File: config.mk
export PLATFORM = sky130hd
export DESIGN_NAME = usr_top
export DESIGN_NICKNAME = d
export VERILOG_FILES = /design/src/usr_core.v /design/src/usr_top.v
export VERILOG_INCLUDE_DIRS = /design/src /design/src/src
export SDC_FILE = /design/constraint.sdc
export NUM_CORES = 1
export LEC_CHECK = 0
export ABC_AREA = 1
export ABC_CLOCK_PERIOD_IN_PS = 1350
export BUFFER_PORTS_ARGS = -buffer_cell sky130_fd_sc_hd__buf_2
export CAP_MARGIN = 10
export CORE_UTILIZATION = 45
export CTS_CLUSTER_SIZE = 16
export DETAILED_ROUTE_END_ITERATION = 16
export PLACE_DENSITY = 0.72
export SETUP_SLACK_MARGIN = 0.2
export SYNTH_ARGS = -nofsm -noshare
export SYNTH_HDL_FRONTEND = slang
export SYNTH_SLANG_ARGS = --single-unit
export TNS_END_PERCENT = 20
File: constraint.sdc
create_clock -name aclk -period 1.35 [get_ports aclk]
set_input_delay 0.3375 -clock aclk [delete_from_list [all_inputs] [get_ports aclk]]
set_output_delay 0.3375 -clock aclk [all_outputs]
set_load 0.05 [all_outputs]
File: src/usr_regs.vh
/*
 * Constants shared by the universal shift register block: register offsets,
 * field positions, reset values and mode encodings.
 * Assumes it is included by its bare name from the design files under src/.
 */
`ifndef USR_REGS_VH
`define USR_REGS_VH

// Register byte offsets on the AXI4-Lite slave.
`define USR_CTRL_OFS 8'h00
`define USR_CMD_OFS 8'h04
`define USR_LOAD_OFS 8'h08
`define USR_STAT_OFS 8'h0c
`define USR_COUNT_OFS 8'h10

// Control register fields.
`define USR_CTRL_OWN 0
`define USR_CTRL_MODE_LO 1
`define USR_CTRL_MODE_HI 2
`define USR_CTRL_SIN_R 3
`define USR_CTRL_SIN_L 4
`define USR_CTRL_RST 32'h0000_0000

// Command register fields, write-only pulses.
`define USR_CMD_STEP 0
`define USR_CMD_CLEAR 1

// Status register fields.
`define USR_STAT_DRIVE 8
`define USR_STAT_MODE_LO 9
`define USR_STAT_MODE_HI 10

// Mode encodings as {mode_select_high, mode_select_low}.
`define USR_MODE_HOLD 2'b00
`define USR_MODE_RIGHT 2'b01
`define USR_MODE_LEFT 2'b10
`define USR_MODE_LOAD 2'b11

// AXI response codes.
`define USR_RESP_OKAY 2'b00
`define USR_RESP_SLVERR 2'b10

`define USR_DATA_RST 8'h00
`define USR_COUNT_RST 16'h0000

`endif

File: src/usr_core.v
/*
 * Eight-bit storage core of the universal shift register: hold, shift right,
 * shift left and parallel load, plus a clear that overrides every mode.
 * Assumes step, mode and serial inputs are synchronous to aclk; ce freezes it.
 */
`timescale 1ns/1ps
`include "usr_regs.vh"

module usr_core (
    input wire aclk,            // System clock.
    input wire aresetn,         // Synchronous reset, active low.
    input wire ce,              // Clock enable, freezes state while low.
    input wire clear,           // Clear request, wins over any step.
    input wire step,            // One operation in the selected mode.
    input wire [1:0] mode,      // {high select, low select}.
    input wire sin_right,       // Serial bit entering bit 0 on right shifts.
    input wire sin_left,        // Serial bit entering bit 7 on left shifts.
    input wire [7:0] load_data, // Parallel load value.
    output reg [7:0] data_q     // Stored value.
);

    reg [7:0] data_d;

    ////////////////////////////////////////////////////////////////////////////

    always @* begin
        data_d = data_q;
        if (clear) begin
            data_d = `USR_DATA_RST;
        end else if (step) begin
            case (mode)
                `USR_MODE_HOLD: data_d = data_q;
                `USR_MODE_RIGHT: data_d = {data_q[6:0], sin_right};
                `USR_MODE_LEFT: data_d = {sin_left, data_q[7:1]};
                `USR_MODE_LOAD: data_d = load_data;
                default: data_d = data_q;
            endcase
        end
    end

    always @(posedge aclk) begin
        if (!aresetn) begin
            data_q <= `USR_DATA_RST;
        end else if (ce) begin
            data_q <= data_d;
        end
    end

endmodule

File: src/usr_top.v
/*
 * Top of the universal shift register block: the pin-level shift register
 * with its three-state parallel bus and serial taps, plus an AXI4-Lite slave
 * through which software can watch the register and optionally drive it.
 * Assumes all pins are synchronous to aclk and that the bus partner drives
 * the parallel bus only while parallel_bus_oe_n is high.
 * A shift_clock rise made while ce is low counts if the pin stays high.
 * Only byte lane 0 of a write matters; awprot and arprot are unused.
 */
// Register access over AXI4-Lite and the register addresses are this design's own decisions.
`timescale 1ns/1ps
`include "usr_regs.vh"


module usr_top (
    input wire aclk,                  // System clock, 50 MHz.
    input wire aresetn,               // Synchronous reset, active low.
    input wire ce,                    // Clock enable, freezes all state when low.
    // Shift register pins.
    input wire shift_clock,           // Shift clock pin, rising edge acts.
    input wire master_clear_n,        // Master clear pin, active low.
    input wire mode_select_low,       // Mode select, low bit.
    input wire mode_select_high,      // Mode select, high bit.
    input wire serial_in_right,       // Serial input for right shifts.
    input wire serial_in_left,        // Serial input for left shifts.
    input wire out_enable_a_n,        // Parallel output enable, active low.
    input wire out_enable_b_n,        // Parallel output enable, active low.
    input wire [7:0] parallel_bus_i,  // Parallel bus, level seen on the pins.
    output wire [7:0] parallel_bus_o, // Parallel bus, value driven.
    output reg parallel_bus_oe_n,     // Parallel bus enable, low drives.
    output wire serial_tap_first,     // Lowest register bit.
    output wire serial_tap_last,      // Highest register bit.
    // AXI4-Lite register slave.
    input wire [7:0] s_axi_awaddr,    // AXI write address.
    input wire [2:0] s_axi_awprot,    // AXI write protection, unused.
    input wire s_axi_awvalid,         // AXI write address valid.
    output reg s_axi_awready,         // AXI write address ready.
    input wire [31:0] s_axi_wdata,    // AXI write data.
    input wire [3:0] s_axi_wstrb,     // AXI write byte strobes.
    input wire s_axi_wvalid,          // AXI write data valid.
    output reg s_axi_wready,          // AXI write data ready.
    output reg [1:0] s_axi_bresp,     // AXI write response.
    output reg s_axi_bvalid,          // AXI write response valid.
    input wire s_axi_bready,          // AXI write response ready.
    input wire [7:0] s_axi_araddr,    // AXI read address.
    input wire [2:0] s_axi_arprot,    // AXI read protection, unused.
    input wire s_axi_arvalid,         // AXI read address valid.
    output reg s_axi_arready,         // AXI read address ready.
    output reg [31:0] s_axi_rdata,    // AXI read data.
    output reg [1:0] s_axi_rresp,     // AXI read response.
    output reg s_axi_rvalid,          // AXI read data valid.
    input wire s_axi_rready           // AXI read data ready.
);

    ////////////////////////////////////////////////////////////////////////////
    // Register state.

    // Software registers and their pulses.
    reg [31:0] ctrl_q;
    reg [7:0] load_q;
    reg [15:0] count_q;
    reg [15:0] count_d;
    reg step_cmd_q;
    reg clear_cmd_q;
    reg shift_clock_q;

    // Write halves held until both are in.
    reg aw_got_q;
    reg w_got_q;
    reg [7:0] aw_addr_q;
    reg [31:0] w_data_q;
    reg [3:0] w_strb_q;

    // Core value and its chosen controls.
    wire [7:0] data_q;
    wire pin_rise;
    wire sw_own;
    wire [1:0] pin_mode;
    wire [1:0] sw_mode;
    reg [1:0] eff_mode;
    reg eff_sin_r;
    reg eff_sin_l;
    reg [7:0] eff_load;
    reg eff_step;
    wire eff_clear;
    wire drive_d;

    // Handshake strobes.
    wire wr_fire;
    wire rd_fire;

    ////////////////////////////////////////////////////////////////////////////
    // Address decode shared by both channels. Unmapped offsets answer
    // with a slave error, so a wrong address shows up at once.

    function [1:0] resp_for;
        input [7:0] addr;
        begin
            case (addr)
                `USR_CTRL_OFS: resp_for = `USR_RESP_OKAY;
                `USR_CMD_OFS: resp_for = `USR_RESP_OKAY;
                `USR_LOAD_OFS: resp_for = `USR_RESP_OKAY;
                `USR_STAT_OFS: resp_for = `USR_RESP_OKAY;
                `USR_COUNT_OFS: resp_for = `USR_RESP_OKAY;
                default: resp_for = `USR_RESP_SLVERR;
            endcase
        end
    endfunction

    ////////////////////////////////////////////////////////////////////////////
    // Shift clock edge detection. Pins are synchronous to aclk, so a single
    // delay flop gives the rising edge without a synchroniser.
    // It resets low, the pin's idle level, so no false step follows reset.
    // A pin left high steps once; it must fall before the next step.

    always @(posedge aclk) begin
        if (!aresetn) begin
            shift_clock_q <= 1'b0;
        end else if (ce) begin
            shift_clock_q <= shift_clock;
        end
    end

    assign pin_rise = shift_clock & ~shift_clock_q;

    ////////////////////////////////////////////////////////////////////////////
    // Source selection. With the own bit clear the pins steer the register;
    // with it set the control, load and command registers do. The master
    // clear pin acts in either case so the board can always force zero.
    // Software mode lets a program drive the register with no pin toggling.

    assign sw_own = ctrl_q[`USR_CTRL_OWN];
    assign pin_mode = {mode_select_high, mode_select_low};
    assign sw_mode = {ctrl_q[`USR_CTRL_MODE_HI], ctrl_q[`USR_CTRL_MODE_LO]};

    always @* begin
        if (sw_own) begin
            eff_mode = sw_mode;
            eff_sin_r = ctrl_q[`USR_CTRL_SIN_R];
            eff_sin_l = ctrl_q[`USR_CTRL_SIN_L];
            eff_load = load_q;
            eff_step = step_cmd_q;
        end else begin
            eff_mode = pin_mode;
            eff_sin_r = serial_in_right;
            eff_sin_l = serial_in_left;
            eff_load = parallel_bus_i;
            eff_step = pin_rise;
        end
    end

    // Clear does not wait for a shift clock edge; it lands on the next aclk
    // edge, which is the quickest any flop-based output can respond.
    assign eff_clear = ~master_clear_n | clear_cmd_q;

    // The core holds the bits; this level picks its action each edge.
    usr_core u_core (
        .aclk(aclk),
        .aresetn(aresetn),
        .ce(ce),
        .clear(eff_clear),
        .step(eff_step),
        .mode(eff_mode),
        .sin_right(eff_sin_r),
        .sin_left(eff_sin_l),
        .load_data(eff_load),
        .data_q(data_q)
    );

    ////////////////////////////////////////////////////////////////////////////
    // Pin outputs. The taps are the core flops themselves.
    // The taps ignore the enables, so a chain shifts with its bus released.
    // Enables gate only the bus.

    assign serial_tap_first = data_q[0];
    assign serial_tap_last = data_q[7];
    assign parallel_bus_o = data_q;

    // The bus is released whenever the effective mode selects a load, so the loading
    // device never fights the source it is sampling. The enable is registered,
    // so it follows the pins one aclk cycle late. A source that selects load
    // and raises shift_clock in one cycle may still find the bus driven.
    // Such a source loads the device's own value in that step.
    assign drive_d = ~out_enable_a_n & ~out_enable_b_n
                     & (eff_mode != `USR_MODE_LOAD);

    always @(posedge aclk) begin
        if (!aresetn) begin
            parallel_bus_oe_n <= 1'b1;
        end else if (ce) begin
            parallel_bus_oe_n <= ~drive_d;
        end
    end

    ////////////////////////////////////////////////////////////////////////////
    // Operation counter: counts steps taken in a shifting or loading mode.
    // It wraps at 16 bits, so software works with differences.
    // Hold steps are not counted.

    always @* begin
        count_d = count_q;
        if (eff_step && !eff_clear && eff_mode != `USR_MODE_HOLD) begin
            count_d = count_q + 16'h0001;
        end
    end

    ////////////////////////////////////////////////////////////////////////////
    // AXI4-Lite write channel. Address and data are taken in either order,
    // one write at a time; the response follows once both are held.

    assign wr_fire = aw_got_q & w_got_q & ~s_axi_bvalid;

    always @(posedge aclk) begin
        if (!aresetn) begin
            aw_got_q <= 1'b0;
            w_got_q <= 1'b0;
            aw_addr_q <= 8'h00;
            w_data_q <= 32'h0000_0000;
            w_strb_q <= 4'h0;
            s_axi_awready <= 1'b0;
            s_axi_wready <= 1'b0;
            s_axi_bvalid <= 1'b0;
            s_axi_bresp <= `USR_RESP_OKAY;
        end else if (ce) begin
            // Each ready drops after its handshake and stays low until the
            // response is taken, so a held word is never overwritten.
            s_axi_awready <= ~aw_got_q & ~(s_axi_awvalid & s_axi_awready)
                             & ~s_axi_bvalid;
            s_axi_wready <= ~w_got_q & ~(s_axi_wvalid & s_axi_wready)
                            & ~s_axi_bvalid;
            if (s_axi_awvalid && s_axi_awready) begin
                aw_got_q <= 1'b1;
                aw_addr_q <= s_axi_awaddr;
            end
            if (s_axi_wvalid && s_axi_wready) begin
                w_got_q <= 1'b1;
                w_data_q <= s_axi_wdata;
                w_strb_q <= s_axi_wstrb;
            end
            if (wr_fire) begin
                aw_got_q <= 1'b0;
                w_got_q <= 1'b0;
                s_axi_bvalid <= 1'b1;
                // A status write is answered OKAY and ignored.
                s_axi_bresp <= resp_for(aw_addr_q);
            end else if (s_axi_bvalid && s_axi_bready) begin
                s_axi_bvalid <= 1'b0;
            end
        end
    end

    ////////////////////////////////////////////////////////////////////////////
    // Register writes. Command bits are one-cycle pulses that go to the core
    // in the cycle after the write. Only byte lane 0 carries control bits.
    // A write with lane 0 off is answered but changes nothing.

    always @(posedge aclk) begin
        if (!aresetn) begin
            ctrl_q <= `USR_CTRL_RST;
            load_q <= `USR_DATA_RST;
            count_q <= `USR_COUNT_RST;
            step_cmd_q <= 1'b0;
            clear_cmd_q <= 1'b0;
        end else if (ce) begin
            step_cmd_q <= 1'b0;
            clear_cmd_q <= 1'b0;
            count_q <= count_d;
            if (wr_fire && w_strb_q[0]) begin
                case (aw_addr_q)
                    `USR_CTRL_OFS: ctrl_q <= {27'h0, w_data_q[4:0]};
                    `USR_CMD_OFS: begin
                        // With both pulses set, the clear wins in the core.
                        step_cmd_q <= w_data_q[`USR_CMD_STEP];
                        clear_cmd_q <= w_data_q[`USR_CMD_CLEAR];
                    end
                    `USR_LOAD_OFS: load_q <= w_data_q[7:0];
                    // A write clears the counter; a step in the same cycle
                    // is lost, which software accepts by writing it.
                    `USR_COUNT_OFS: count_q <= `USR_COUNT_RST;
                    default: ;
                endcase
            end
        end
    end

    ////////////////////////////////////////////////////////////////////////////
    // AXI4-Lite read channel. Data is captured at the address handshake, so
    // rvalid rises at the edge after arvalid meets arready.
    // A step in the capture cycle shows only on the next read.

    assign rd_fire = s_axi_arvalid & s_axi_arready;

    always @(posedge aclk) begin
        if (!aresetn) begin
            s_axi_arready <= 1'b0;
            s_axi_rvalid <= 1'b0;
            s_axi_rdata <= 32'h0000_0000;
            s_axi_rresp <= `USR_RESP_OKAY;
        end else if (ce) begin
            // One read at a time: arready waits until the data is taken.
            s_axi_arready <= ~s_axi_rvalid & ~rd_fire;
            if (rd_fire) begin
                s_axi_rvalid <= 1'b1;
                s_axi_rresp <= resp_for(s_axi_araddr);
                case (s_axi_araddr)
                    `USR_CTRL_OFS: s_axi_rdata <= ctrl_q;
                    `USR_CMD_OFS: s_axi_rdata <= 32'h0000_0000;
                    `USR_LOAD_OFS: s_axi_rdata <= {24'h0, load_q};
                    `USR_STAT_OFS: begin
                        // Mode and drive show the effective source.
                        s_axi_rdata <= {21'h0,
                                        eff_mode,
                                        ~parallel_bus_oe_n,
                                        data_q};
                    end
                    `USR_COUNT_OFS: s_axi_rdata <= {16'h0, count_q};
                    default: s_axi_rdata <= 32'h0000_0000;
                endcase
            end else if (s_axi_rvalid && s_axi_rready) begin
                s_axi_rvalid <= 1'b0;
            end
        end
    end

endmodule

==> tab_implementation.tex, run 1 <==
\begin{tabular}{lr}
\hline
Metric & Value \\
\hline
\multicolumn{2}{l}{\textbf{Outcome}} \\
Run status & complete, but fails checks \\
Failing checks & design-rule violations, negative setup slack \\
\multicolumn{2}{l}{\textbf{Drt}} \\
Drt initial violations & 261 \\
First-pass detailed-route iteration total & 11 \\
Average wire per standard cell & 13.6 um \\
Post-DR vias/cell & 5.14 \\
Post-detailed-route DRC marker count & 2 \\
Post-route antenna net violation count & 0 \\
Total detailed-routing wirelength & 11.9 mm \\
Routed vias & 4496 \\
\multicolumn{2}{l}{\textbf{Clock network}} \\
Clock insertion delay at the later pin of the skew report & 0.35 ns \\
Maximum clock insertion buffer count & 2 \\
H-tree depth & 3 \\
Clock buffers created by TritonCTS & 9 \\
Cell at the root of the clock tree & sky130\_fd\_sc\_hd\_\_clkbuf\_8 \\
Total clock sinks & 83 \\
TritonCTS clock tree & yes \\
Clock-pin slew reported for the worst setup and hold paths after clock tree synthesis & 0.08 ns \\
\multicolumn{2}{l}{\textbf{Power and ir drop}} \\
Overall power after layout & 0.00498 W \\
Internal Pwr Total & 0.00347 W \\
Power per cell area & 825 nW/um\^{}2 \\
Leakage power total & 2.58 nW \\
Switching part of the total & 0.304 \\
Clock network fraction of design power & 0.315 \\
P\_sw & 0.00151 W \\
Largest vdd supply drop & 0.000613 V \\
Share of total power in combinational logic & 0.175 \\
Fraction of power consumed by sequential logic & 0.510 \\
\multicolumn{2}{l}{\textbf{Logic synthesis}} \\
Flop and latch count out of synthesis & 83 \\
Avg Inst Size Synth & 6.72 sq um \\
Post-synthesis cell type with the largest combined area & sky130\_fd\_sc\_hd\_\_dfxtp\_1 \\
Adder-cell share of the synthesized area & 0.00295 \\
Top area cells in the synthesized netlist & sky130\_fd\_sc\_hd\_\_dfxtp\_1, sky130\_fd\_sc\_hd\_\_nand2\_1, sky130\_fd\_sc\_hd\_\_a21oi\_1 \\
Syn Inst Count & 631 \\
Area share of xor/xnor cells in the synthesized design & 0 \\
Post-synthesis share of cell area spent on and, or, nand and nor gates & 0.323 \\
Top FF cell, synth & sky130\_fd\_sc\_hd\_\_dfxtp\_1 \\
Count of flip-flops with a built-in enable after synthesis & 0 \\
Async set-reset flop share out of synthesis & 0 \\
Area of the mapped netlist & 4240 sq um \\
Multiplexer area fraction after synthesis & 0 \\
Unique cell type count in the Yosys netlist & 33 \\
Sequential-to-total area share from yosys stat & 0.392 \\
Synth warnings & 0 \\
Compound-cell area share of the yosys netlist & 0.160 \\
Top cell type's share of synthesized area & 0.392 \\
Main combinational cell family by area after synthesis & simple AND/OR/NAND/NOR gates \\
\multicolumn{2}{l}{\textbf{Cells and area}} \\
Post-layout util & 0.657 \\
Synth-to-layout area growth & 42.4\% \\
\# nets final & 842 \\
Filler Cells Inserted & 759 \\
Antenna Cells & 0 \\
Post-Layout Cell Count & 875 \\
Area occupied by multi-input gates & 2490 sq um \\
Sequential Area & 1730 sq um \\
Final Instance Area & 6040 sq um \\
Fraction of layout instances using a drive strength above 1 & 0.370 \\
\multicolumn{2}{l}{\textbf{Floorplan}} \\
Y dimension of the die & 99.1 um \\
Initial Util & 0.461 \\
Die area & 9810 sq um \\
\# IOs & 134 \\
Number of placement rows & 35 \\
Horizontal extent of the die & 99.1 um \\
Placeable core region & 9200 sq um \\
\multicolumn{2}{l}{\textbf{Timing}} \\
Setup skew after layout & 0.00816 ns \\
Total count of hold-check failures in the final report & 0 \\
Shortest clock period the worst path allows after layout & 1.47 ns \\
Total setup violations reported at the end of the flow & 24 \\
Pins Over Slew Limit & 0 \\
Unrepaired setup endpoints after global routing & yes \\
Achievable Freq & 682 MHz \\
Final Cycle Share & 1.09 \\
Final-layout worst hold slack & 0.231 ns \\
Crit path setup slack, layout & -0.116 ns \\
\multicolumn{2}{l}{\textbf{Global routing}} \\
GRT Residual Overflow & 0 \\
Met1 usage in global routing & 0.314 \\
Busiest grt layer & met2 \\
Global routing met2 resource utilization & 0.425 \\
Maximum number of pins on one net before global-route repair & 29 \\
First-pass GRT wire length & 19.4 mm \\
Total global routing track utilization & 0.246 \\
Met3 Use GR & 0.0475 \\
Initial antenna violation count & 0 \\
Via count of the first global-routing pass & 4167 \\
\multicolumn{2}{l}{\textbf{Worst setup path}} \\
Critical-path top delay cell & sky130\_fd\_sc\_hd\_\_dfxtp\_4 \\
Critical path, cell by cell & inv\_8 > buf\_4 > a21oi\_4 > nand2\_8 > buf\_12 > nor2\_4 > nand3b\_1 > nand2\_1 > nor2\_1 \\
Sort of element at the start of the critical path & flip-flop \\
Required time worst endpoint & 1.60 ns \\
Critical Setup Path Class & flip-flop to flip-flop \\
CP peak stage delay & 0.40 ns \\
Endpoint class of the critical path & flip-flop \\
Maximum fanout count along the critical path & 7 \\
Worst path arrival time & 1.72 ns \\
\multicolumn{2}{l}{\textbf{Placement}} \\
Count of input and output buffers & 82 \\
Gpl congestion & 0.845 \\
Detail Placement HPWL & 8.27 mm \\
Placed instance count & 843 \\
Total placed instance area & 5040 sq um \\
\multicolumn{2}{l}{\textbf{Worst hold path}} \\
Class of the tightest hold or removal check & primary input to flip-flop \\
\multicolumn{2}{l}{\textbf{Job}} \\
Max Cap Viol & 0 \\
\hline
\end{tabular}
==> power groups by stage <==
stage                     combinational, W  sequential, W  clock [W]
final                             0.000874        0.00254    0.00157
after global routing              0.000942        0.00255    0.00170
after CTS                         0.000821        0.00254    0.00158
after detailed placement          0.000719        0.00259          0
after global placement            0.000709        0.00258          0
after floorplan                   0.000444        0.00266          0
==> flip-flops by register name (all words and copies together), names as in the netlist, 5 cells and up <==
signal         count
ctrl_q             5
count_q           16
u_core.data_q      8
w_data_q           8
aw_addr_q          8
s_axi_rdata       16
load_q             8
==> critical path, delay by kind of cell (launching register included) <==
family,cells,cell delay (ns)
buffers and inverters,3,0.31
AOI/OAI and AO/OA,1,0.20
DFF,1,0.40
and+or+nand+nor,5,0.45
==> area by class of cell <==
type	instances	share of cell area
clock buffers	11	0.0218
clock inverters	5	0.00476
inverters	67	0.0450
multi-input cells	461	0.412
flip-flops and latches	83	0.286
well taps	111	0.0230
repair buffers	137	0.208
==> repair_timing <==
item                                    CTS  global route
cloned                                    3             1
pin swaps                                32            47
buffers inserted                          8             4
gates resized for setup                 176            64
hold buffers                              0             0
endpoints found under the setup margin   74            86
==> final timing paths <==
check	startpoint	endpoint	slack (ns)	cells after the start
worst max-delay path	ctrl_q[0]$_SDFFE_PN0P_	count_q[7]$_SDFFE_PN0P_	-0.12	9
worst min-delay path	out_enable_b_n	parallel_bus_oe_n$_SDFFE_PN1P_	0.23	3
worst max register to register	ctrl_q[0]$_SDFFE_PN0P_	count_q[7]$_SDFFE_PN0P_	-0.12	9
worst min register to register	aw_addr_q[5]$_SDFFE_PN0P_	aw_addr_q[5]$_SDFFE_PN0P_	0.45	2
==> through the flow <==
| stage | setup TNS (ns) | setup WS [ns] |
|---|---|---|
| global route | -3.51 | -0.222 |
| finish | -1.81 | -0.116 |
| global placement | -1.46 | -0.0765 |
| floorplan | 0 | 0.0609 |
| CTS | -0.409 | -0.0365 |
| detailed placement | -2.60 | -0.140 |
==> cells by family after synthesis <==
group	after synthesis
simple gates	306
compound gates	132
buf+inv	108
flops	83
fa+ha+maj	1
other cells	1
==> cells in the mapped netlist, types with 2 or more instances <==
cell	number
sky130_fd_sc_hd__o21ai_0	57
sky130_fd_sc_hd__nor2_1	56
sky130_fd_sc_hd__nand3_4	2
sky130_fd_sc_hd__nor2_2	2
sky130_fd_sc_hd__buf_2	3
sky130_fd_sc_hd__o21ai_2	2
sky130_fd_sc_hd__nand3b_1	2
sky130_fd_sc_hd__o21ai_1	2
sky130_fd_sc_hd__nor3_1	5
sky130_fd_sc_hd__nor2_4	3
sky130_fd_sc_hd__inv_1	60
sky130_fd_sc_hd__a21oi_1	67
sky130_fd_sc_hd__nor2_8	2
sky130_fd_sc_hd__nand4_1	12
sky130_fd_sc_hd__nand2_2	2
sky130_fd_sc_hd__clkinv_1	2
sky130_fd_sc_hd__nand2_4	2
sky130_fd_sc_hd__dfxtp_1	83
sky130_fd_sc_hd__buf_6	3
sky130_fd_sc_hd__buf_4	21
sky130_fd_sc_hd__nand3_1	52
sky130_fd_sc_hd__inv_2	5
sky130_fd_sc_hd__clkbuf_1	12
sky130_fd_sc_hd__nand2_1	165
==> per-layer routing <==
layer	wire length [um]	part of all wire
met5	0	0
met4	187	0.016
met3	647	0.054
met2	5830	0.49
met1	5230	0.44
==> layout by cell type (no fill, tap or decap), types with 10 or more instances in the layout <==
master / count
sky130_fd_sc_hd__nor2_4: 11
sky130_fd_sc_hd__nand2_2: 15
sky130_fd_sc_hd__buf_4: 42
sky130_fd_sc_hd__buf_8: 29
sky130_fd_sc_hd__nand3_2: 10
sky130_fd_sc_hd__inv_1: 55
sky130_fd_sc_hd__buf_6: 11
sky130_fd_sc_hd__nand3_1: 43
sky130_fd_sc_hd__dfxtp_1: 50
sky130_fd_sc_hd__nand4_1: 12
sky130_fd_sc_hd__conb_1: 18
sky130_fd_sc_hd__nor2_1: 42
sky130_fd_sc_hd__nor2_2: 11
sky130_fd_sc_hd__o21ai_2: 14
sky130_fd_sc_hd__a21oi_1: 58
sky130_fd_sc_hd__buf_2: 48
sky130_fd_sc_hd__o21ai_0: 40
sky130_fd_sc_hd__nand2_1: 148
sky130_fd_sc_hd__dfxtp_2: 24
(Power assumes the default switching activity.)
==> run 2, diff against run 1 <==
--- a/config.mk
+++ b/config.mk
@@ -13,7 +13,7 @@
 export CORE_UTILIZATION = 45
 export CTS_CLUSTER_SIZE = 16
 export DETAILED_ROUTE_END_ITERATION = 16
-export PLACE_DENSITY = 0.72
+export PLACE_DENSITY = 0.83
 export SETUP_SLACK_MARGIN = 0.2
 export SYNTH_ARGS = -nofsm -noshare
 export SYNTH_HDL_FRONTEND = slang
==> run 2 against run 1 <==
Net effect: fmax fell by 0.87%; clock-buffer cell count rose by 2; critical path depth rose by 2; routed wire length is 5.6% higher; cell count is 0.80% higher; the flow finishes with violations (negative setup slack); die area stayed put; global-route usage barely moved; largest power group unchanged; total power grew 8.0%; worst setup slack got worse by 0.013 ns; clock skew is 0.0025 ns higher; non-clock buffer count up 6; sequential share of layout area is 0.61 points lower.
==> tab_implementation.tex, run 2 (synthesized netlist as in run 1, its figures left out) <==
\begin{tabular}{lr}
\hline
Metric & Value \\
\hline
\multicolumn{2}{l}{\textbf{Outcome}} \\
Run status & complete, but fails checks \\
Failing checks & negative setup slack \\
\multicolumn{2}{l}{\textbf{Worst setup path}} \\
Endpoint class of the critical path & flip-flop \\
CP peak stage delay & 0.38 ns (-0.02 ns) \\
Sort of element at the start of the critical path & flip-flop \\
Required time worst endpoint & 1.61 ns (about the same) \\
Critical Setup Path Class & flip-flop to flip-flop \\
Critical path, cell by cell & inv\_6 > nand2\_2 > nand2\_2 > inv\_4 > nand2\_4 > nand2\_8 > nor2\_8 > buf\_4 > nand3\_1 > nand2\_1 > nor2\_1 \\
Maximum fanout count along the critical path & 6 (-1) \\
Worst path arrival time & 1.74 ns (+0.02 ns) \\
Critical-path top delay cell & sky130\_fd\_sc\_hd\_\_dfxtp\_4 \\
Most repeated library cell on the critical path & sky130\_fd\_sc\_hd\_\_nand2\_2 \\
\multicolumn{2}{l}{\textbf{Timing}} \\
Shortest clock period the worst path allows after layout & 1.48 ns (+0.0129 ns) \\
Total count of hold-check failures in the final report & 0 (unchanged) \\
Crit path setup slack, layout & -0.128 ns (-0.0129 ns) \\
Achievable Freq & 676 MHz (-0.87\%) \\
Total setup violations reported at the end of the flow & 22 (-8.3\%) \\
Setup skew after layout & 0.0106 ns (+0.00249 ns) \\
Final Cycle Share & 1.10 (+0.00956) \\
Final-layout worst hold slack & 0.208 ns (-0.0231 ns) \\
Pins Over Slew Limit & 0 (unchanged) \\
Unrepaired setup endpoints after global routing & yes \\
Setup TNS after final layout & -1.29 ns (+0.527 ns) \\
\multicolumn{2}{l}{\textbf{Clock network}} \\
H-tree depth & 3 (unchanged) \\
CTS hold repair buffers & 0 (unchanged) \\
Maximum clock insertion buffer count & 2 (unchanged) \\
Cell at the root of the clock tree & sky130\_fd\_sc\_hd\_\_clkbuf\_8 \\
Clock insertion delay at the later pin of the skew report & 0.37 ns (+0.02 ns) \\
Clock-pin slew reported for the worst setup and hold paths after clock tree synthesis & 0.08 ns (about the same) \\
TritonCTS clock tree & yes \\
Clock buffers created by TritonCTS & 9 (unchanged) \\
Total clock sinks & 83 (unchanged) \\
\multicolumn{2}{l}{\textbf{Floorplan}} \\
Die area & 9810 sq um (unchanged) \\
\# IOs & 134 (unchanged) \\
Number of placement rows & 35 (unchanged) \\
Y dimension of the die & 99.1 um (unchanged) \\
Horizontal extent of the die & 99.1 um (unchanged) \\
Placeable core region & 9200 sq um (unchanged) \\
Initial Util & 0.461 (unchanged) \\
\multicolumn{2}{l}{\textbf{Cells and area}} \\
Most common cell after layout, fill and taps aside & sky130\_fd\_sc\_hd\_\_nand2\_1 \\
Fraction of layout instances using a drive strength above 1 & 0.381 (+0.0109) \\
Post-Layout Cell Count & 882 (+0.80\%) \\
Largest registers & count\_q (16), s\_axi\_rdata (16) \\
Sequential Area & 1730 sq um (unchanged) \\
Filler Cells Inserted & 705 (-7.1\%) \\
\# nets final & 849 (+0.83\%) \\
Synth-to-layout area growth & 45.5\% \\
Most frequent cells in the layout & sky130\_fd\_sc\_hd\_\_nand2\_1, sky130\_fd\_sc\_hd\_\_inv\_1, sky130\_fd\_sc\_hd\_\_a21oi\_1 \\
Area occupied by multi-input gates & 2520 sq um (+1.3\%) \\
Antenna Cells & 0 (unchanged) \\
\multicolumn{2}{l}{\textbf{Worst hold path}} \\
Class of the tightest hold or removal check & primary input to flip-flop \\
\multicolumn{2}{l}{\textbf{Placement}} \\
Count of input and output buffers & 82 (unchanged) \\
Detail Placement HPWL & 7.96 mm (-3.7\%) \\
Placed instance count & 852 (+1.1\%) \\
Gpl congestion & 0.833 (-1.4\%) \\
\multicolumn{2}{l}{\textbf{Global routing}} \\
GRT Residual Overflow & 0 (unchanged) \\
First-pass GRT wire length & 19.0 mm (-2.1\%) \\
Total global routing track utilization & 0.246 (about the same) \\
Via count of the first global-routing pass & 4216 (+1.2\%) \\
Initial antenna violation count & 0 (unchanged) \\
Maximum number of pins on one net before global-route repair & 29 (unchanged) \\
\multicolumn{2}{l}{\textbf{Drt}} \\
Routed vias & 4682 (+4.1\%) \\
Post-detailed-route DRC marker count & 0 (-2) \\
Total detailed-routing wirelength & 12.6 mm (+5.6\%) \\
Average wire per standard cell & 14.2 um (+4.7\%) \\
First-pass detailed-route iteration total & 5 (-6) \\
Drt initial violations & 341 (+31\%) \\
Post-route antenna net violation count & 0 (unchanged) \\
Post-DR vias/cell & 5.31 (+3.3\%) \\
\multicolumn{2}{l}{\textbf{Job}} \\
Max Cap Viol & 0 (unchanged) \\
\multicolumn{2}{l}{\textbf{Power and ir drop}} \\
Largest vdd supply drop & 0.000589 V (-3.9\%) \\
Power per cell area & 873 nW/um\^{}2 (+5.7\%) \\
Leakage power total & 2.69 nW (+4.2\%) \\
\hline
\end{tabular}
==> run 2: timing repair <==
item	in CTS	in global routing
pin swaps	25	37
setup buffers	5	3
resized for setup	166	87
gates cloned	4	2
endpoints found under the setup margin	75	81
==> run 2: power breakdown <==
part / total (W) / internal [W] / switching (W) / leakage [nW]
Clock: 0.00194 / 0.00104 / 0.000894 / 0.102
Sequential: 0.00254 / 0.00249 / 0.0000479 / 0.690
Combinational: 0.000907 / 0.000334 / 0.000573 / 1.90
==> run 2: layer usage <==
layer  GRT usage  part of all wire  vias up
met3      0.0496             0.080       45
met1       0.298              0.40     2094
met5           0                 0        -
met4       0.128             0.037        0
li1            -                 -     2291
met2       0.414              0.49      252
==> run 2: critical path, delay by kind of cell, from the launching register on <==
family	cells	cell delay [ns]
simple gates	8	0.70
flops	1	0.38
buf+inv	3	0.31
==> run 2: layout make-up <==
type	instances	share of cell area
repair inverters	1	0.00122
inverters	67	0.0438
flip-flops and latches	83	0.280
clock buffers	13	0.0225
repair buffers	143	0.211
multi-input cells	461	0.409
well taps	111	0.0225
clock inverters	3	0.0105
==> run 2: stage by stage <==
step                worst slack (ns)  area, sq um   util  power, W
finish                        -0.128         6170  0.671   0.00539
global placement             -0.0850         5110  0.555   0.00330
detailed placement            -0.121         5110  0.555   0.00332
global route                  -0.225         6170  0.671   0.00560
floorplan                     0.0609         4360      -   0.00310
CTS                          -0.0234         5870  0.638   0.00532
==> run 2: path summary, 6_finish.rpt <==
| kind | startpoint | end | slack (ns) | cells after the start |
|---|---|---|---|---|
| min | out_enable_b_n | parallel_bus_oe_n$_SDFFE_PN1P_ | 0.21 | 3 |
| max | ctrl_q[0]$_SDFFE_PN0P_ | count_q[9]$_SDFFE_PN0P_ | -0.13 | 11 |
| max reg2reg | ctrl_q[0]$_SDFFE_PN0P_ | count_q[9]$_SDFFE_PN0P_ | -0.13 | 11 |
| min reg2reg | aw_addr_q[1]$_SDFFE_PN0P_ | aw_addr_q[1]$_SDFFE_PN0P_ | 0.45 | 2 |
